==> config.mk <==
export PLATFORM = sky130hd
export DESIGN_NAME = sbs_status
export DESIGN_NICKNAME = d
export VERILOG_FILES = /design/src/verilog/sbs_selftest.v /design/src/verilog/sbs_status.v
export VERILOG_INCLUDE_DIRS = /design/src /design/src/verilog
export SDC_FILE = /design/constraint.sdc
export NUM_CORES = 1
export LEC_CHECK = 0
export BUFFER_PORTS_ARGS = -buffer_cell sky130_fd_sc_hd__buf_4
export CAP_MARGIN = 15
export CELL_PAD_IN_SITES_DETAIL_PLACEMENT = 0
export CELL_PAD_IN_SITES_GLOBAL_PLACEMENT = 2
export CORE_ASPECT_RATIO = 1.1
export CORE_MARGIN = 2
export CORE_UTILIZATION = 35
export DETAILED_ROUTE_END_ITERATION = 12
export GPL_TIMING_DRIVEN = 0
export PLACE_DENSITY = 0.79
export SYNTH_ARGS = -nofsm -noshare
export SYNTH_HDL_FRONTEND = slang
export SYNTH_HIERARCHICAL = 1
export SYNTH_SLANG_ARGS = --single-unit
==> constraint.sdc <==
create_clock -name CLK_IN -period 3.69 [get_ports CLK_IN]
set_clock_uncertainty 0.05 [all_clocks]
set_input_delay 0.738 -clock CLK_IN [delete_from_list [all_inputs] [get_ports CLK_IN]]
set_output_delay 0.738 -clock CLK_IN [all_outputs]
set_load 0.03 [all_outputs]
==> src/verilog/sbs_consts.vh <==
`ifndef SBS_CONSTS_VH
`define SBS_CONSTS_VH

// Register byte offsets
`define SBS_OFF_CMD      8'h00
`define SBS_OFF_ABORT    8'h04
`define SBS_OFF_SRE      8'h08
`define SBS_OFF_STB      8'h0C
`define SBS_OFF_RESP     8'h10
`define SBS_OFF_ERR      8'h14
`define SBS_OFF_INT_STAT 8'h18
`define SBS_OFF_INT_CLR  8'h1C
`define SBS_OFF_INT_EN   8'h20

// Command opcodes in CMD[3:0]
`define SBS_OP_TST       4'h1
`define SBS_OP_WAI       4'h2
`define SBS_OP_INIT      4'h3
`define SBS_OP_RST       4'h4

// Status byte bit positions
`define SBS_STB_ERRQ     2
`define SBS_STB_MAV      4
`define SBS_STB_RQS      6

// Interrupt status bit positions
`define SBS_INT_TEST     0
`define SBS_INT_ERR      1
`define SBS_INT_SRQ      2
`define SBS_INT_MEAS     3
`define SBS_INT_W        4

// Error queue entries
`define SBS_ERR_TEST_NUM 8'h01
`define SBS_ERR_BUSY_NUM 8'h02
`define SBS_ERR_NONE     8'h00
`define SBS_ERRQ_DEPTH   4
`define SBS_ERRQ_AW      2
`define SBS_ERRQ_FULL    3'h4

// Self-test sequence length
`define SBS_TEST_STEPS   4'h8

// Reset values
`define SBS_RST_BYTE     8'h00
`define SBS_RST_WORD     32'h00000000

// AXI responses
`define SBS_RESP_OKAY    2'b00
`define SBS_RESP_SLVERR  2'b10

`endif

==> src/verilog/sbs_selftest.v <==
`timescale 1ns/1ns
`include "sbs_consts.vh"

// Walking-one check of a private scratch register; no user setting is touched
module sbs_selftest (
  // Clock and reset
  input  wire       clk,
  input  wire       rst,
  // Control
  input  wire       start_in,
  input  wire       fault_in,
  // Result
  output reg        busy_out,
  output reg        done_out,
  output reg  [7:0] code_out
);

  reg [7:0] scratch_reg;
  reg [7:0] expect_reg;
  reg [3:0] step_reg;
  reg       chk_reg;

  always @(posedge clk) begin
    if (rst) begin
      busy_out    <= 1'b0;
      done_out    <= 1'b0;
      code_out    <= `SBS_RST_BYTE;
      scratch_reg <= `SBS_RST_BYTE;
      expect_reg  <= `SBS_RST_BYTE;
      step_reg    <= 4'h0;
      chk_reg     <= 1'b0;
    end else begin
      done_out <= 1'b0;
      if (start_in && !busy_out) begin
        busy_out <= 1'b1;
        code_out <= `SBS_RST_BYTE;
        step_reg <= 4'h0;
        chk_reg  <= 1'b0;
      end else if (busy_out) begin
        // Fault input corrupts bit 0 to prove the failure path
        scratch_reg <= (8'h01 << step_reg[2:0]) ^ {7'h00, fault_in};
        expect_reg  <= 8'h01 << step_reg[2:0];
        chk_reg     <= 1'b1;
        step_reg    <= step_reg + 4'h1;
        if (chk_reg && scratch_reg != expect_reg && code_out == `SBS_RST_BYTE)
          code_out <= {4'h0, step_reg};
        if (step_reg == `SBS_TEST_STEPS) begin
          busy_out <= 1'b0;
          done_out <= 1'b1;
        end
      end
    end
  end

endmodule

==> src/verilog/sbs_status.v <==
// Added by the designer: the AXI4-Lite interface to the registers and the placing of the registers.
`timescale 1ns/1ns
`include "sbs_consts.vh"

module sbs_status (
  // Clock and reset
  input  wire        CLK_IN,
  input  wire        RST_IN,
  // AXI4-Lite write address and data
  input  wire [7:0]  AXI_AWADDR_IN,
  input  wire        AXI_AWVALID_IN,
  output reg         AXI_AWREADY_OUT,
  input  wire [31:0] AXI_WDATA_IN,
  input  wire [3:0]  AXI_WSTRB_IN,
  input  wire        AXI_WVALID_IN,
  output reg         AXI_WREADY_OUT,
  // AXI4-Lite write response
  output reg  [1:0]  AXI_BRESP_OUT,
  output reg         AXI_BVALID_OUT,
  input  wire        AXI_BREADY_IN,
  // AXI4-Lite read
  input  wire [7:0]  AXI_ARADDR_IN,
  input  wire        AXI_ARVALID_IN,
  output reg         AXI_ARREADY_OUT,
  output reg  [31:0] AXI_RDATA_OUT,
  output reg  [1:0]  AXI_RRESP_OUT,
  output reg         AXI_RVALID_OUT,
  input  wire        AXI_RREADY_IN,
  // Instrument side
  input  wire [7:0]  STATUS_BITS_IN,
  input  wire        MEAS_DONE_IN,
  input  wire        TEST_FAULT_IN,
  output reg         MEAS_START_OUT,
  output reg         MEAS_ABORT_OUT,
  output reg         MEAS_ACTIVE_OUT,
  // Requests
  output reg         SRQ_OUT,
  output reg         IRQ_OUT
);

  localparam [2:0] ST_IDLE = 3'b001;
  localparam [2:0] ST_WAIT = 3'b010;
  localparam [2:0] ST_TEST = 3'b100;

  reg  [2:0]  state_reg;
  reg  [2:0]  state_next;
  reg         aw_full_reg;
  reg         w_full_reg;
  reg  [7:0]  aw_addr_reg;
  reg  [31:0] w_data_reg;
  reg  [3:0]  w_strb_reg;
  reg  [7:0]  sre_reg;
  reg  [7:0]  stb_reg;
  reg  [7:0]  resp_reg;
  reg         mav_reg;
  reg  [3:0]  int_stat_reg;
  reg  [3:0]  int_en_reg;
  reg  [7:0]  errq_num_reg [0:`SBS_ERRQ_DEPTH-1];
  reg  [7:0]  errq_desc_reg [0:`SBS_ERRQ_DEPTH-1];
  reg  [1:0]  errq_wr_reg;
  reg  [1:0]  errq_rd_reg;
  reg  [2:0]  errq_cnt_reg;
  reg  [2:0]  errq_cnt_next;
  reg         st_start_reg;
  reg         tst_refused;
  reg  [31:0] rd_data;
  reg         rd_hit;

  wire        st_busy;
  wire        st_done;
  wire [7:0]  st_code;

  // Write channel capture
  wire        aw_hs    = AXI_AWVALID_IN & AXI_AWREADY_OUT;
  wire        w_hs     = AXI_WVALID_IN & AXI_WREADY_OUT;
  wire [7:0]  wr_addr  = aw_hs ? AXI_AWADDR_IN : aw_addr_reg;
  wire [31:0] wr_data  = w_hs ? AXI_WDATA_IN : w_data_reg;
  wire [3:0]  wr_strb  = w_hs ? AXI_WSTRB_IN : w_strb_reg;
  wire        idle     = state_reg == ST_IDLE;
  // Command writes stall in the response phase until the block is idle
  wire        cmd_blk  = (wr_addr == `SBS_OFF_CMD) & ~idle;
  wire        wr_go    = (aw_full_reg | aw_hs) & (w_full_reg | w_hs) & ~AXI_BVALID_OUT & ~cmd_blk;
  wire        wr_hit   = wr_addr == `SBS_OFF_CMD || wr_addr == `SBS_OFF_ABORT || wr_addr == `SBS_OFF_SRE ||
                         wr_addr == `SBS_OFF_INT_CLR || wr_addr == `SBS_OFF_INT_EN;
  wire        cmd_go   = wr_go & (wr_addr == `SBS_OFF_CMD) & wr_strb[0];
  wire [3:0]  cmd_op   = wr_data[3:0];
  wire        abort_go = wr_go & (wr_addr == `SBS_OFF_ABORT);
  wire        rst_go   = cmd_go & (cmd_op == `SBS_OP_RST);
  wire        init_go  = cmd_go & (cmd_op == `SBS_OP_INIT);
  wire        wai_go   = cmd_go & (cmd_op == `SBS_OP_WAI);
  wire        tst_go   = cmd_go & (cmd_op == `SBS_OP_TST);
  wire        sre_wr   = wr_go & (wr_addr == `SBS_OFF_SRE) & wr_strb[0];
  wire        clr_wr   = wr_go & (wr_addr == `SBS_OFF_INT_CLR) & wr_strb[0];
  wire        en_wr    = wr_go & (wr_addr == `SBS_OFF_INT_EN) & wr_strb[0];

  // Read channel
  wire        ar_hs    = AXI_ARVALID_IN & AXI_ARREADY_OUT;
  wire        resp_pop = ar_hs & (AXI_ARADDR_IN == `SBS_OFF_RESP);
  wire        err_pop  = ar_hs & (AXI_ARADDR_IN == `SBS_OFF_ERR) & (errq_cnt_reg != 3'h0);

  // Measurement and abort
  wire        stop_meas = abort_go | rst_go;
  wire        meas_next = ~stop_meas & (init_go | (MEAS_ACTIVE_OUT & ~MEAS_DONE_IN));
  wire        meas_ev   = MEAS_ACTIVE_OUT & MEAS_DONE_IN & ~stop_meas;

  // Error queue push
  wire        st_fail   = st_done & (st_code != `SBS_RST_BYTE);
  wire        err_push  = tst_refused | st_fail;
  wire        push_ok   = err_push & (errq_cnt_reg != `SBS_ERRQ_FULL | err_pop);
  wire [7:0]  push_num  = st_fail ? `SBS_ERR_TEST_NUM : `SBS_ERR_BUSY_NUM;
  wire [7:0]  push_desc = st_fail ? st_code : `SBS_ERR_NONE;

  // Status byte, computed from next values so the request never lags
  wire [7:0]  sre_next = sre_wr ? wr_data[7:0] : sre_reg;
  wire        mav_next = st_done | (mav_reg & ~resp_pop);
  reg  [7:0]  stb_low;
  wire        rqs_next = |(stb_low & sre_next);
  wire [7:0]  stb_next = stb_low | ({7'h00, rqs_next} << `SBS_STB_RQS);

  // Interrupts
  wire [3:0]  int_ev   = {meas_ev, rqs_next & ~SRQ_OUT, err_push, st_done};
  wire [3:0]  int_stat_next = int_ev | (int_stat_reg & ~(clr_wr ? wr_data[3:0] : 4'h0));
  wire [3:0]  int_en_next   = en_wr ? wr_data[3:0] : int_en_reg;

  always @* begin
    stb_low = STATUS_BITS_IN;
    stb_low[`SBS_STB_ERRQ] = errq_cnt_next != 3'h0;
    stb_low[`SBS_STB_MAV]  = mav_next;
    stb_low[`SBS_STB_RQS]  = 1'b0;
  end

  always @* begin
    errq_cnt_next = errq_cnt_reg;
    if (push_ok && !err_pop)
      errq_cnt_next = errq_cnt_reg + 3'h1;
    else if (err_pop && !push_ok)
      errq_cnt_next = errq_cnt_reg - 3'h1;
  end

  // Command sequencer
  always @* begin
    state_next  = state_reg;
    tst_refused = 1'b0;
    case (state_reg)
      ST_IDLE: begin
        if (tst_go) begin
          if (MEAS_ACTIVE_OUT)
            tst_refused = 1'b1;
          else
            state_next = ST_TEST;
        end else if (wai_go && MEAS_ACTIVE_OUT) begin
          state_next = ST_WAIT;
        end
      end
      ST_WAIT: begin
        if (!meas_next)
          state_next = ST_IDLE;
      end
      ST_TEST: begin
        if (st_done)
          state_next = ST_IDLE;
      end
      default: begin
        state_next = ST_IDLE;
      end
    endcase
  end

  always @* begin
    rd_data = `SBS_RST_WORD;
    rd_hit  = 1'b1;
    if (AXI_ARADDR_IN == `SBS_OFF_CMD) begin
      rd_data = {29'h0, state_reg};
    end else if (AXI_ARADDR_IN == `SBS_OFF_SRE) begin
      rd_data = {24'h0, sre_reg};
    end else if (AXI_ARADDR_IN == `SBS_OFF_STB) begin
      rd_data = {24'h0, stb_reg};
    end else if (AXI_ARADDR_IN == `SBS_OFF_RESP) begin
      rd_data = {24'h0, resp_reg};
    end else if (AXI_ARADDR_IN == `SBS_OFF_ERR) begin
      if (errq_cnt_reg != 3'h0)
        rd_data = {16'h0, errq_desc_reg[errq_rd_reg], errq_num_reg[errq_rd_reg]};
    end else if (AXI_ARADDR_IN == `SBS_OFF_INT_STAT) begin
      rd_data = {28'h0, int_stat_reg};
    end else if (AXI_ARADDR_IN == `SBS_OFF_INT_EN) begin
      rd_data = {28'h0, int_en_reg};
    end else if (AXI_ARADDR_IN == `SBS_OFF_ABORT || AXI_ARADDR_IN == `SBS_OFF_INT_CLR) begin
      rd_data = `SBS_RST_WORD;
    end else begin
      rd_hit = 1'b0;
    end
  end

  // Bus slave
  always @(posedge CLK_IN) begin
    if (RST_IN) begin
      AXI_AWREADY_OUT <= 1'b1;
      AXI_WREADY_OUT  <= 1'b1;
      AXI_BVALID_OUT  <= 1'b0;
      AXI_BRESP_OUT   <= `SBS_RESP_OKAY;
      AXI_ARREADY_OUT <= 1'b1;
      AXI_RVALID_OUT  <= 1'b0;
      AXI_RRESP_OUT   <= `SBS_RESP_OKAY;
      AXI_RDATA_OUT   <= `SBS_RST_WORD;
      aw_full_reg     <= 1'b0;
      w_full_reg      <= 1'b0;
      aw_addr_reg     <= `SBS_RST_BYTE;
      w_data_reg      <= `SBS_RST_WORD;
      w_strb_reg      <= 4'h0;
    end else begin
      if (aw_hs) begin
        aw_addr_reg     <= AXI_AWADDR_IN;
        AXI_AWREADY_OUT <= 1'b0;
      end
      if (w_hs) begin
        w_data_reg     <= AXI_WDATA_IN;
        w_strb_reg     <= AXI_WSTRB_IN;
        AXI_WREADY_OUT <= 1'b0;
      end
      if (wr_go) begin
        aw_full_reg    <= 1'b0;
        w_full_reg     <= 1'b0;
        AXI_BVALID_OUT <= 1'b1;
        AXI_BRESP_OUT  <= wr_hit ? `SBS_RESP_OKAY : `SBS_RESP_SLVERR;
      end else begin
        if (aw_hs)
          aw_full_reg <= 1'b1;
        if (w_hs)
          w_full_reg <= 1'b1;
      end
      if (AXI_BVALID_OUT && AXI_BREADY_IN) begin
        AXI_BVALID_OUT  <= 1'b0;
        AXI_AWREADY_OUT <= 1'b1;
        AXI_WREADY_OUT  <= 1'b1;
      end
      if (ar_hs) begin
        AXI_ARREADY_OUT <= 1'b0;
        AXI_RVALID_OUT  <= 1'b1;
        AXI_RDATA_OUT   <= rd_data;
        AXI_RRESP_OUT   <= rd_hit ? `SBS_RESP_OKAY : `SBS_RESP_SLVERR;
      end else if (AXI_RVALID_OUT && AXI_RREADY_IN) begin
        AXI_RVALID_OUT  <= 1'b0;
        AXI_ARREADY_OUT <= 1'b1;
      end
    end
  end

  // Block state
  always @(posedge CLK_IN) begin
    if (RST_IN) begin
      state_reg       <= ST_IDLE;
      sre_reg         <= `SBS_RST_BYTE;
      stb_reg         <= `SBS_RST_BYTE;
      resp_reg        <= `SBS_RST_BYTE;
      mav_reg         <= 1'b0;
      int_stat_reg    <= 4'h0;
      int_en_reg      <= 4'h0;
      errq_wr_reg     <= 2'h0;
      errq_rd_reg     <= 2'h0;
      errq_cnt_reg    <= 3'h0;
      st_start_reg    <= 1'b0;
      MEAS_START_OUT  <= 1'b0;
      MEAS_ABORT_OUT  <= 1'b0;
      MEAS_ACTIVE_OUT <= 1'b0;
      SRQ_OUT         <= 1'b0;
      IRQ_OUT         <= 1'b0;
    end else begin
      state_reg       <= state_next;
      // Device reset command leaves mask, queues and response alone
      sre_reg         <= sre_next;
      stb_reg         <= stb_next;
      SRQ_OUT         <= rqs_next;
      mav_reg         <= mav_next;
      if (st_done)
        resp_reg <= st_code;
      st_start_reg    <= tst_go & ~MEAS_ACTIVE_OUT & idle & ~st_busy;
      MEAS_START_OUT  <= init_go & ~MEAS_ACTIVE_OUT & ~stop_meas;
      MEAS_ABORT_OUT  <= stop_meas & MEAS_ACTIVE_OUT;
      MEAS_ACTIVE_OUT <= meas_next;
      int_stat_reg    <= int_stat_next;
      int_en_reg      <= int_en_next;
      IRQ_OUT         <= |(int_stat_next & int_en_next);
      errq_cnt_reg    <= errq_cnt_next;
      if (push_ok)
        errq_wr_reg <= errq_wr_reg + 2'h1;
      if (err_pop)
        errq_rd_reg <= errq_rd_reg + 2'h1;
    end
  end

  always @(posedge CLK_IN) begin
    if (push_ok) begin
      errq_num_reg[errq_wr_reg]  <= push_num;
      errq_desc_reg[errq_wr_reg] <= push_desc;
    end
  end

  // Test runs on its own scratch storage only
  sbs_selftest u_selftest (
    .clk      (CLK_IN),
    .rst      (RST_IN),
    .start_in (st_start_reg),
    .fault_in (TEST_FAULT_IN),
    .busy_out (st_busy),
    .done_out (st_done),
    .code_out (st_code)
  );

endmodule

Yosys cells after proc, flatten, opt, wreduce, memory -nomap -nowiden
Memory sizes are Yosys's and may differ from the RTL's. A register that Yosys moved wholly into a read port is not among the register bits.
Cells that the tools add are included.
{"block": "op_classes", "addsub": 5, "n_eq_ne": 26, "n_shift": 1, "n_mux": 51, "bitwise_logic": 61, "reduce_logical": 32}
{"cell": "32-bit two-way mux", "count": 5}
{"cell": "8-bit by 5-bit equality test with 1-bit output (second input constant)", "count": 5}
{"cell": "1-bit AND", "count": 37}
{"cell": "8-bit by 4-bit equality test with 1-bit output (second input constant)", "count": 3}
{"cell": "8-bit zero test", "count": 3}
{"cell": "8-bit two-way mux", "count": 3}
{"cell": "1-bit two-way mux", "count": 22}
{"cell": "3-bit two-way mux", "count": 7}
{"cell": "4-bit two-way mux", "count": 5}
{"cell": "8-bit by 3-bit equality test with 1-bit output (second input constant)", "count": 2}
{"cell": "8-bit by 6-bit equality test with 1-bit output (second input constant)", "count": 2}
{"cell": "16-bit two-way mux", "count": 1}
{"cell": "2-bit two-way mux", "count": 7}
{"cell": "1-bit NOT", "count": 10}
{"cell": "3-bit case mux with 3 select lines", "count": 1}
{"cell": "4-bit AND", "count": 2}
{"cell": "8-bit AND", "count": 1}
{"cell": "4-bit by 2-bit equality test with 1-bit output (second input constant)", "count": 2}
{"cell": "1-bit logical AND", "count": 8}
{"cell": "8-bit inequality test", "count": 1}
{"cell": "8-bit by 7-bit OR with 8-bit output", "count": 1}
{"cell": "8-bit nonzero test", "count": 1}
{"cell": "8-bit OR reduction", "count": 1}
{"cell": "1-bit by 3-bit << shifter with 8-bit output (first input constant)", "count": 1}
{"cell": "other kinds (27)", "count": 45}
{"block": "word_totals", "ff_bits": 132, "mem_bits_rw": 24, "inputBits": 69, "n_memories": 2}
{"memory": "errq_desc_reg", "depth": 4, "word_bits": 4, "read_ports": 1, "rd_clocked_by_memory_dff": 1, "wr": 1, "line_no": "sbs_status.v:59", "source": "reg [7:0] errq_desc_reg [0:`SBS_ERRQ_DEPTH-1];"}
{"memory": "errq_num_reg", "depth": 4, "word_bits": 2, "read_ports": 1, "rd_clocked_by_memory_dff": 1, "wr": 1, "line_no": "sbs_status.v:58", "source": "reg [7:0] errq_num_reg [0:`SBS_ERRQ_DEPTH-1];"}

Depth between registers and ports, before layout
{"block": "logic_depth", "depth_word": 24, "mapped_depth": 11}

By module
Netlist, hierarchy kept.
{"mod": "sbs_status", "n_inst": 1, "cells_per_inst": 574, "area_per_inst_um2": 5836.8}
{"mod": "sbs_selftest", "n_inst": 1, "cells_per_inst": 61, "area_per_inst_um2": 599.3}

Worst setup path after synthesis
No wires, ideal clock.
{"block": "synth_path", "path_kind": "input port to flip-flop", "start": "input port AXI_ARADDR_IN[1]", "end": "register IRQ_OUT", "setup_time_ns": 0.143, "t_arrival_ns": 2.860, "slack_ns": 0.636, "stages": 8, "path_cell_list": "or4b_4 o41a_4 nand3_1 o21ai_2 a2111oi_2 o32ai_2 a211oi_2 o311ai_2"}
{"block": "synth_between", "elab_chain_cells": 16}
{"item": "start, declared", "line_no": "sbs_status.v:22", "source": "input wire [7:0] AXI_ARADDR_IN,"}
{"item": "8-bit by 5-bit equality test with 1-bit output (no line)"}
{"item": "1-bit AND (2 in series)", "line_no": "sbs_status.v:99", "source": "wire err_pop = ar_hs & (AXI_ARADDR_IN == `SBS_OFF_ERR) & (errq_cnt_reg != 3'h0);"}
{"item": "1-bit OR", "line_no": "sbs_status.v:109", "source": "wire push_ok = err_push & (errq_cnt_reg != `SBS_ERRQ_FULL | err_pop);"}
{"item": "1-bit AND", "line_no": "sbs_status.v:109"}
{"item": "1-bit zero test", "line_no": "sbs_status.v:136", "source": "else if (err_pop && !push_ok)"}
{"item": "1-bit logical AND", "line_no": "sbs_status.v:136"}
{"item": "3-bit two-way mux", "line_no": "sbs_status.v:136"}
{"item": "3-bit two-way mux", "line_no": "sbs_status.v:134", "source": "if (push_ok && !err_pop)"}
{"item": "3-bit nonzero test", "line_no": "sbs_status.v:127", "source": "stb_low[`SBS_STB_ERRQ] = errq_cnt_next != 3'h0;"}
{"item": "8-bit AND *", "line_no": "sbs_status.v:117", "source": "wire rqs_next = |(stb_low & sre_next);"}
{"item": "8-bit OR reduction *", "line_no": "sbs_status.v:117"}
{"item": "1-bit AND *", "line_no": "sbs_status.v:121", "source": "wire [3:0] int_ev = {meas_ev, rqs_next & ~SRQ_OUT, err_push, st_done};"}
{"item": "4-bit OR *", "line_no": "sbs_status.v:122", "source": "wire [3:0] int_stat_next = int_ev | (int_stat_reg & ~(clr_wr ? wr_data[3:0] : 4'h0));"}
{"item": "4-bit AND *", "line_no": "sbs_status.v:282", "source": "IRQ_OUT <= |(int_stat_next & int_en_next);"}
{"item": "4-bit OR reduction *", "line_no": "sbs_status.v:282"}
{"item": "end signal, assigned", "line_no": "sbs_status.v:282"}
{"item": "end, declared", "line_no": "sbs_status.v:38", "source": "output reg IRQ_OUT"}
Every way passes the cells marked *; elsewhere a longest branch is shown, timed or not.
A chain may end at the register's enable or synchronous reset.

Worst setup path in the final report
{"block": "layout_path", "start": "register AXI_AWREADY_OUT", "end": "register IRQ_OUT"}
{"block": "layout_between", "elab_chain_cells": 24}
{"item": "start, declared", "line_no": "sbs_status.v:12", "source": "output reg AXI_AWREADY_OUT,"}
{"item": "start signal, assigned", "line_no": "sbs_status.v:197", "source": "AXI_AWREADY_OUT <= 1'b1;"}
{"item": "start signal, assigned", "line_no": "sbs_status.v:213", "source": "AXI_AWREADY_OUT <= 1'b0;"}
{"item": "start signal, assigned", "line_no": "sbs_status.v:233", "source": "AXI_AWREADY_OUT <= 1'b1;"}
{"item": "1-bit AND *", "line_no": "sbs_status.v:74", "source": "wire aw_hs = AXI_AWVALID_IN & AXI_AWREADY_OUT;"}
{"item": "8-bit two-way mux"}
{"item": "8-bit zero test (no line)"}
{"item": "1-bit AND", "line_no": "sbs_status.v:81", "source": "wire cmd_blk = (wr_addr == `SBS_OFF_CMD) & ~idle;"}
{"item": "1-bit NOT", "line_no": "sbs_status.v:82", "source": "wire wr_go = (aw_full_reg | aw_hs) & (w_full_reg | w_hs) & ~AXI_BVALID_OUT & ~cmd_blk;"}
{"item": "1-bit AND", "line_no": "sbs_status.v:82"}
{"item": "1-bit AND (2 in series)", "line_no": "sbs_status.v:85", "source": "wire cmd_go = wr_go & (wr_addr == `SBS_OFF_CMD) & wr_strb[0];"}
{"item": "1-bit AND", "line_no": "sbs_status.v:91", "source": "wire tst_go = cmd_go & (cmd_op == `SBS_OP_TST);"}
{"item": "(+7 left out)"}
{"item": "3-bit two-way mux", "line_no": "sbs_status.v:134"}
{"item": "3-bit nonzero test", "line_no": "sbs_status.v:127"}
{"item": "8-bit AND", "line_no": "sbs_status.v:117"}
{"item": "8-bit OR reduction", "line_no": "sbs_status.v:117"}
{"item": "1-bit AND", "line_no": "sbs_status.v:121"}
{"item": "4-bit OR", "line_no": "sbs_status.v:122"}
{"item": "4-bit AND *", "line_no": "sbs_status.v:282"}
{"item": "4-bit OR reduction *", "line_no": "sbs_status.v:282"}
Marked as above.

==> impl_metrics.ini <==
[outcome]
outcome = complete, no violations

[clocking]
path_clk_slew_ps = 60
cts_resized = 0
ctsHoldBuffers = 0
cts_buffer_depth = 2
clock-root-buffer = clkbuf_16
clk_latency_ps = 430
clock-sinks = 144
h-tree-depth = 4
cts_buffers = 17
post-cts-setup-buffer-count = 0
cts_tree = built

[worst_setup_path]
cp-end-kind = register
path_cells = buf_4 -> nor4bb_1 -> o22ai_1 -> nor4b_2 -> buf_2 -> mux2i_1 -> o22ai_1 -> a211oi_2 -> o311ai_2
crit_fanout = 10
crit_buf_inv = 2
cp_slowest_stage_delay_ps = 690
critical_path_arrival_ps = 3440
setup.worst_path.class = register to register
critPathSlowestCell = nor4b_2
cp_common_cell = o22ai_1
path_delay_family = simple AND/OR/NAND/NOR gates
required_ps = 3920
cp-start-kind = register

[layout]
final_nets = 817
largest_reg_flops = 32
area_growth_pct = 22.0
drive_above_1_share_pct = 21.0
antenna_cells = 0

[logic_synthesis]
syn-instance-count = 635
synth_top_area_cell = dfxtp_1
synth_edf_count = 40
seq_area_frac_synth_pct = 51.0
ys_ff_latch = 144
avgSynthCellArea_um2 = 10.1
synth.cell_area_um2 = 6440
yosysMostFrequentCell = dfxtp_1
synth.distinct_cells = 76
yosysTopAreaCellShare_pct = 32.3
synth-async-reset-ratio_pct = 0
ys_warn_count = 6
synth_area_leaders = dfxtp_1, edfxtp_1, nor2_1, mux4_2, a21oi_1
synth-main-ff-cell = dfxtp_1
synthTopCellsByCount = dfxtp_1, nor2_1, nand2_1, a21oi_1, edfxtp_1

[floorplanning]
core_region_area_um2 = 18200
fp.dieW_um = 133
num_rows = 52
die_area_um2 = 19500
start_util_pct = 35.3
die_y_um = 146
num_io_pins = 115

[hold_path]
hold_class = register to register

[power]
power_density_nw_per_um2 = 478
p_leak_nw = 3.03
ir_drop_uv = 336

[flow_run]
drv_cap = 0

[sta]
finalHoldViolCount = 0
max-slew-margin-rel_pct = 40.6
worst_slack_ps = 482
max_freq_mhz = 312
finalSetupViolCount = 0
worst-slew-pin-transition_ps = 886
tns_ps = 0
rsz0062_at_grt = no
maxSlewViolCount = 0
min_period_over_period_pct = 86.9
post-route-min-period_ps = 3210

[grt]
grt_pass1_wl_um = 27300
grt_start_max_net_pins = 17
antenna_found_initial = 0
met2_usage_pct = 30.3
grt_util_met1_pct = 23.6
grt-ovfl-total = 0
use_met3_pct = 4.13
track_usage_pct = 18.3
grt_pass1_vias = 4979
top_usage_layer = met2

[route]
vias = 5051
drc = 0
drt_iter0_markers = 368
ant_nets = 0
routed_wl_um = 17300
drtPass1Iterations = 5
wl_per_cell_um = 17.4
vias_per_cell = 5.08

[placement]
placement.io_buffers = 65
place_ws_ps = 81.8
gp_congestion = 0.803
dpl.hpwl_um = 12900
-- final timing paths --
path                                        start                end  slack [ps]  cells past startpoint
worst min-delay path            AXI_RDATA_OUT[10]  AXI_RDATA_OUT[10]         400                      2
worst max register to register    AXI_AWREADY_OUT            IRQ_OUT         480                      9
worst min register to register  AXI_RDATA_OUT[10]  AXI_RDATA_OUT[10]         400                      2
worst max-delay path              AXI_AWREADY_OUT            IRQ_OUT         480                      9
-- cells by family (layout without fill, tap and decap cells) --
logic type / after synthesis / in the layout / synth area share [%]
AOI/OAI and AO/OA: 125 / 125 / 13.5
xor gates and xnor gates: 9 / 9 / 1.22
adders and majority gates: 11 / 11 / 2.06
buffers and inverters: 77 / 174 / 6.12
DFF: 144 / 144 / 51.0
muxes: 33 / 33 / 7.19
other: 2 / 22 / 0.117
and+or+nand+nor: 234 / 234 / 18.8
-- stage by stage --
stage / hold slack (ps) / instance area, um2 / power, mW / utilization [%] / instances
floorplan: 386 / 6510 / 2.01 / - / 655
global placement: 391 / 7300 / 2.15 / 40.1 / 963
detailed placement: 395 / 7310 / 2.16 / 40.1 / 963
CTS: 403 / 7860 / 3.78 / 43.1 / 995
global route: 427 / 7860 / 3.89 / 43.1 / 995
finish: 401 / 7860 / 3.75 / 43.1 / 995
-- where the power goes --
part | total, mW | internal, mW | switching (mW)
Sequential | 1.70 | 1.66 | 0.0415
Clock | 1.62 | 0.930 | 0.693
Combinational | 0.430 | 0.164 | 0.266
-- cell type report --
class	instances	area, um2
Fill cell	1788	10400
Sequential cell	144	3280
Multi-Input combinational cell	434	2840
Timing Repair Buffer	65	488
Clock buffer	20	437
Buffer	54	308
Tap cell	243	304
Clock inverter	12	110
Inverter	23	86.3
-- cell usage in the layout (no fill, tap or decap), types with 6 or more instances in the layout --
cell type and instances:
dfxtp_1 104, buf_4 89, nor2_1 77, nand2_1 53
a21oi_1 43, edfxtp_1 40, and2_1 25, clkbuf_1 23
inv_1 22, conb_1 22, mux2i_1 19, clkbuf_16 17
nand3_1 16, nor3_1 15, a211oi_1 12, o21ai_0 11
mux4_2 10, ha_1 9, o21ai_1 7, nor4_1 6
buf_2 6
-- layer usage --
| layer | vias up | wire length, um |
|---|---|---|
| met2 | 134 | 8270 |
| li1 | 2451 | - |
| met4 | 0 | 364 |
| met1 | 2441 | 7730 |
| met5 | - | 0 |
| met3 | 25 | 955 |
-- worst min-delay path: stages, from the launching register on --
cell	delay (ps)
dfxtp_1	310
nand2_1	50
a21oi_1	50
No activity file was read; power rests on OpenSTA's default activity.
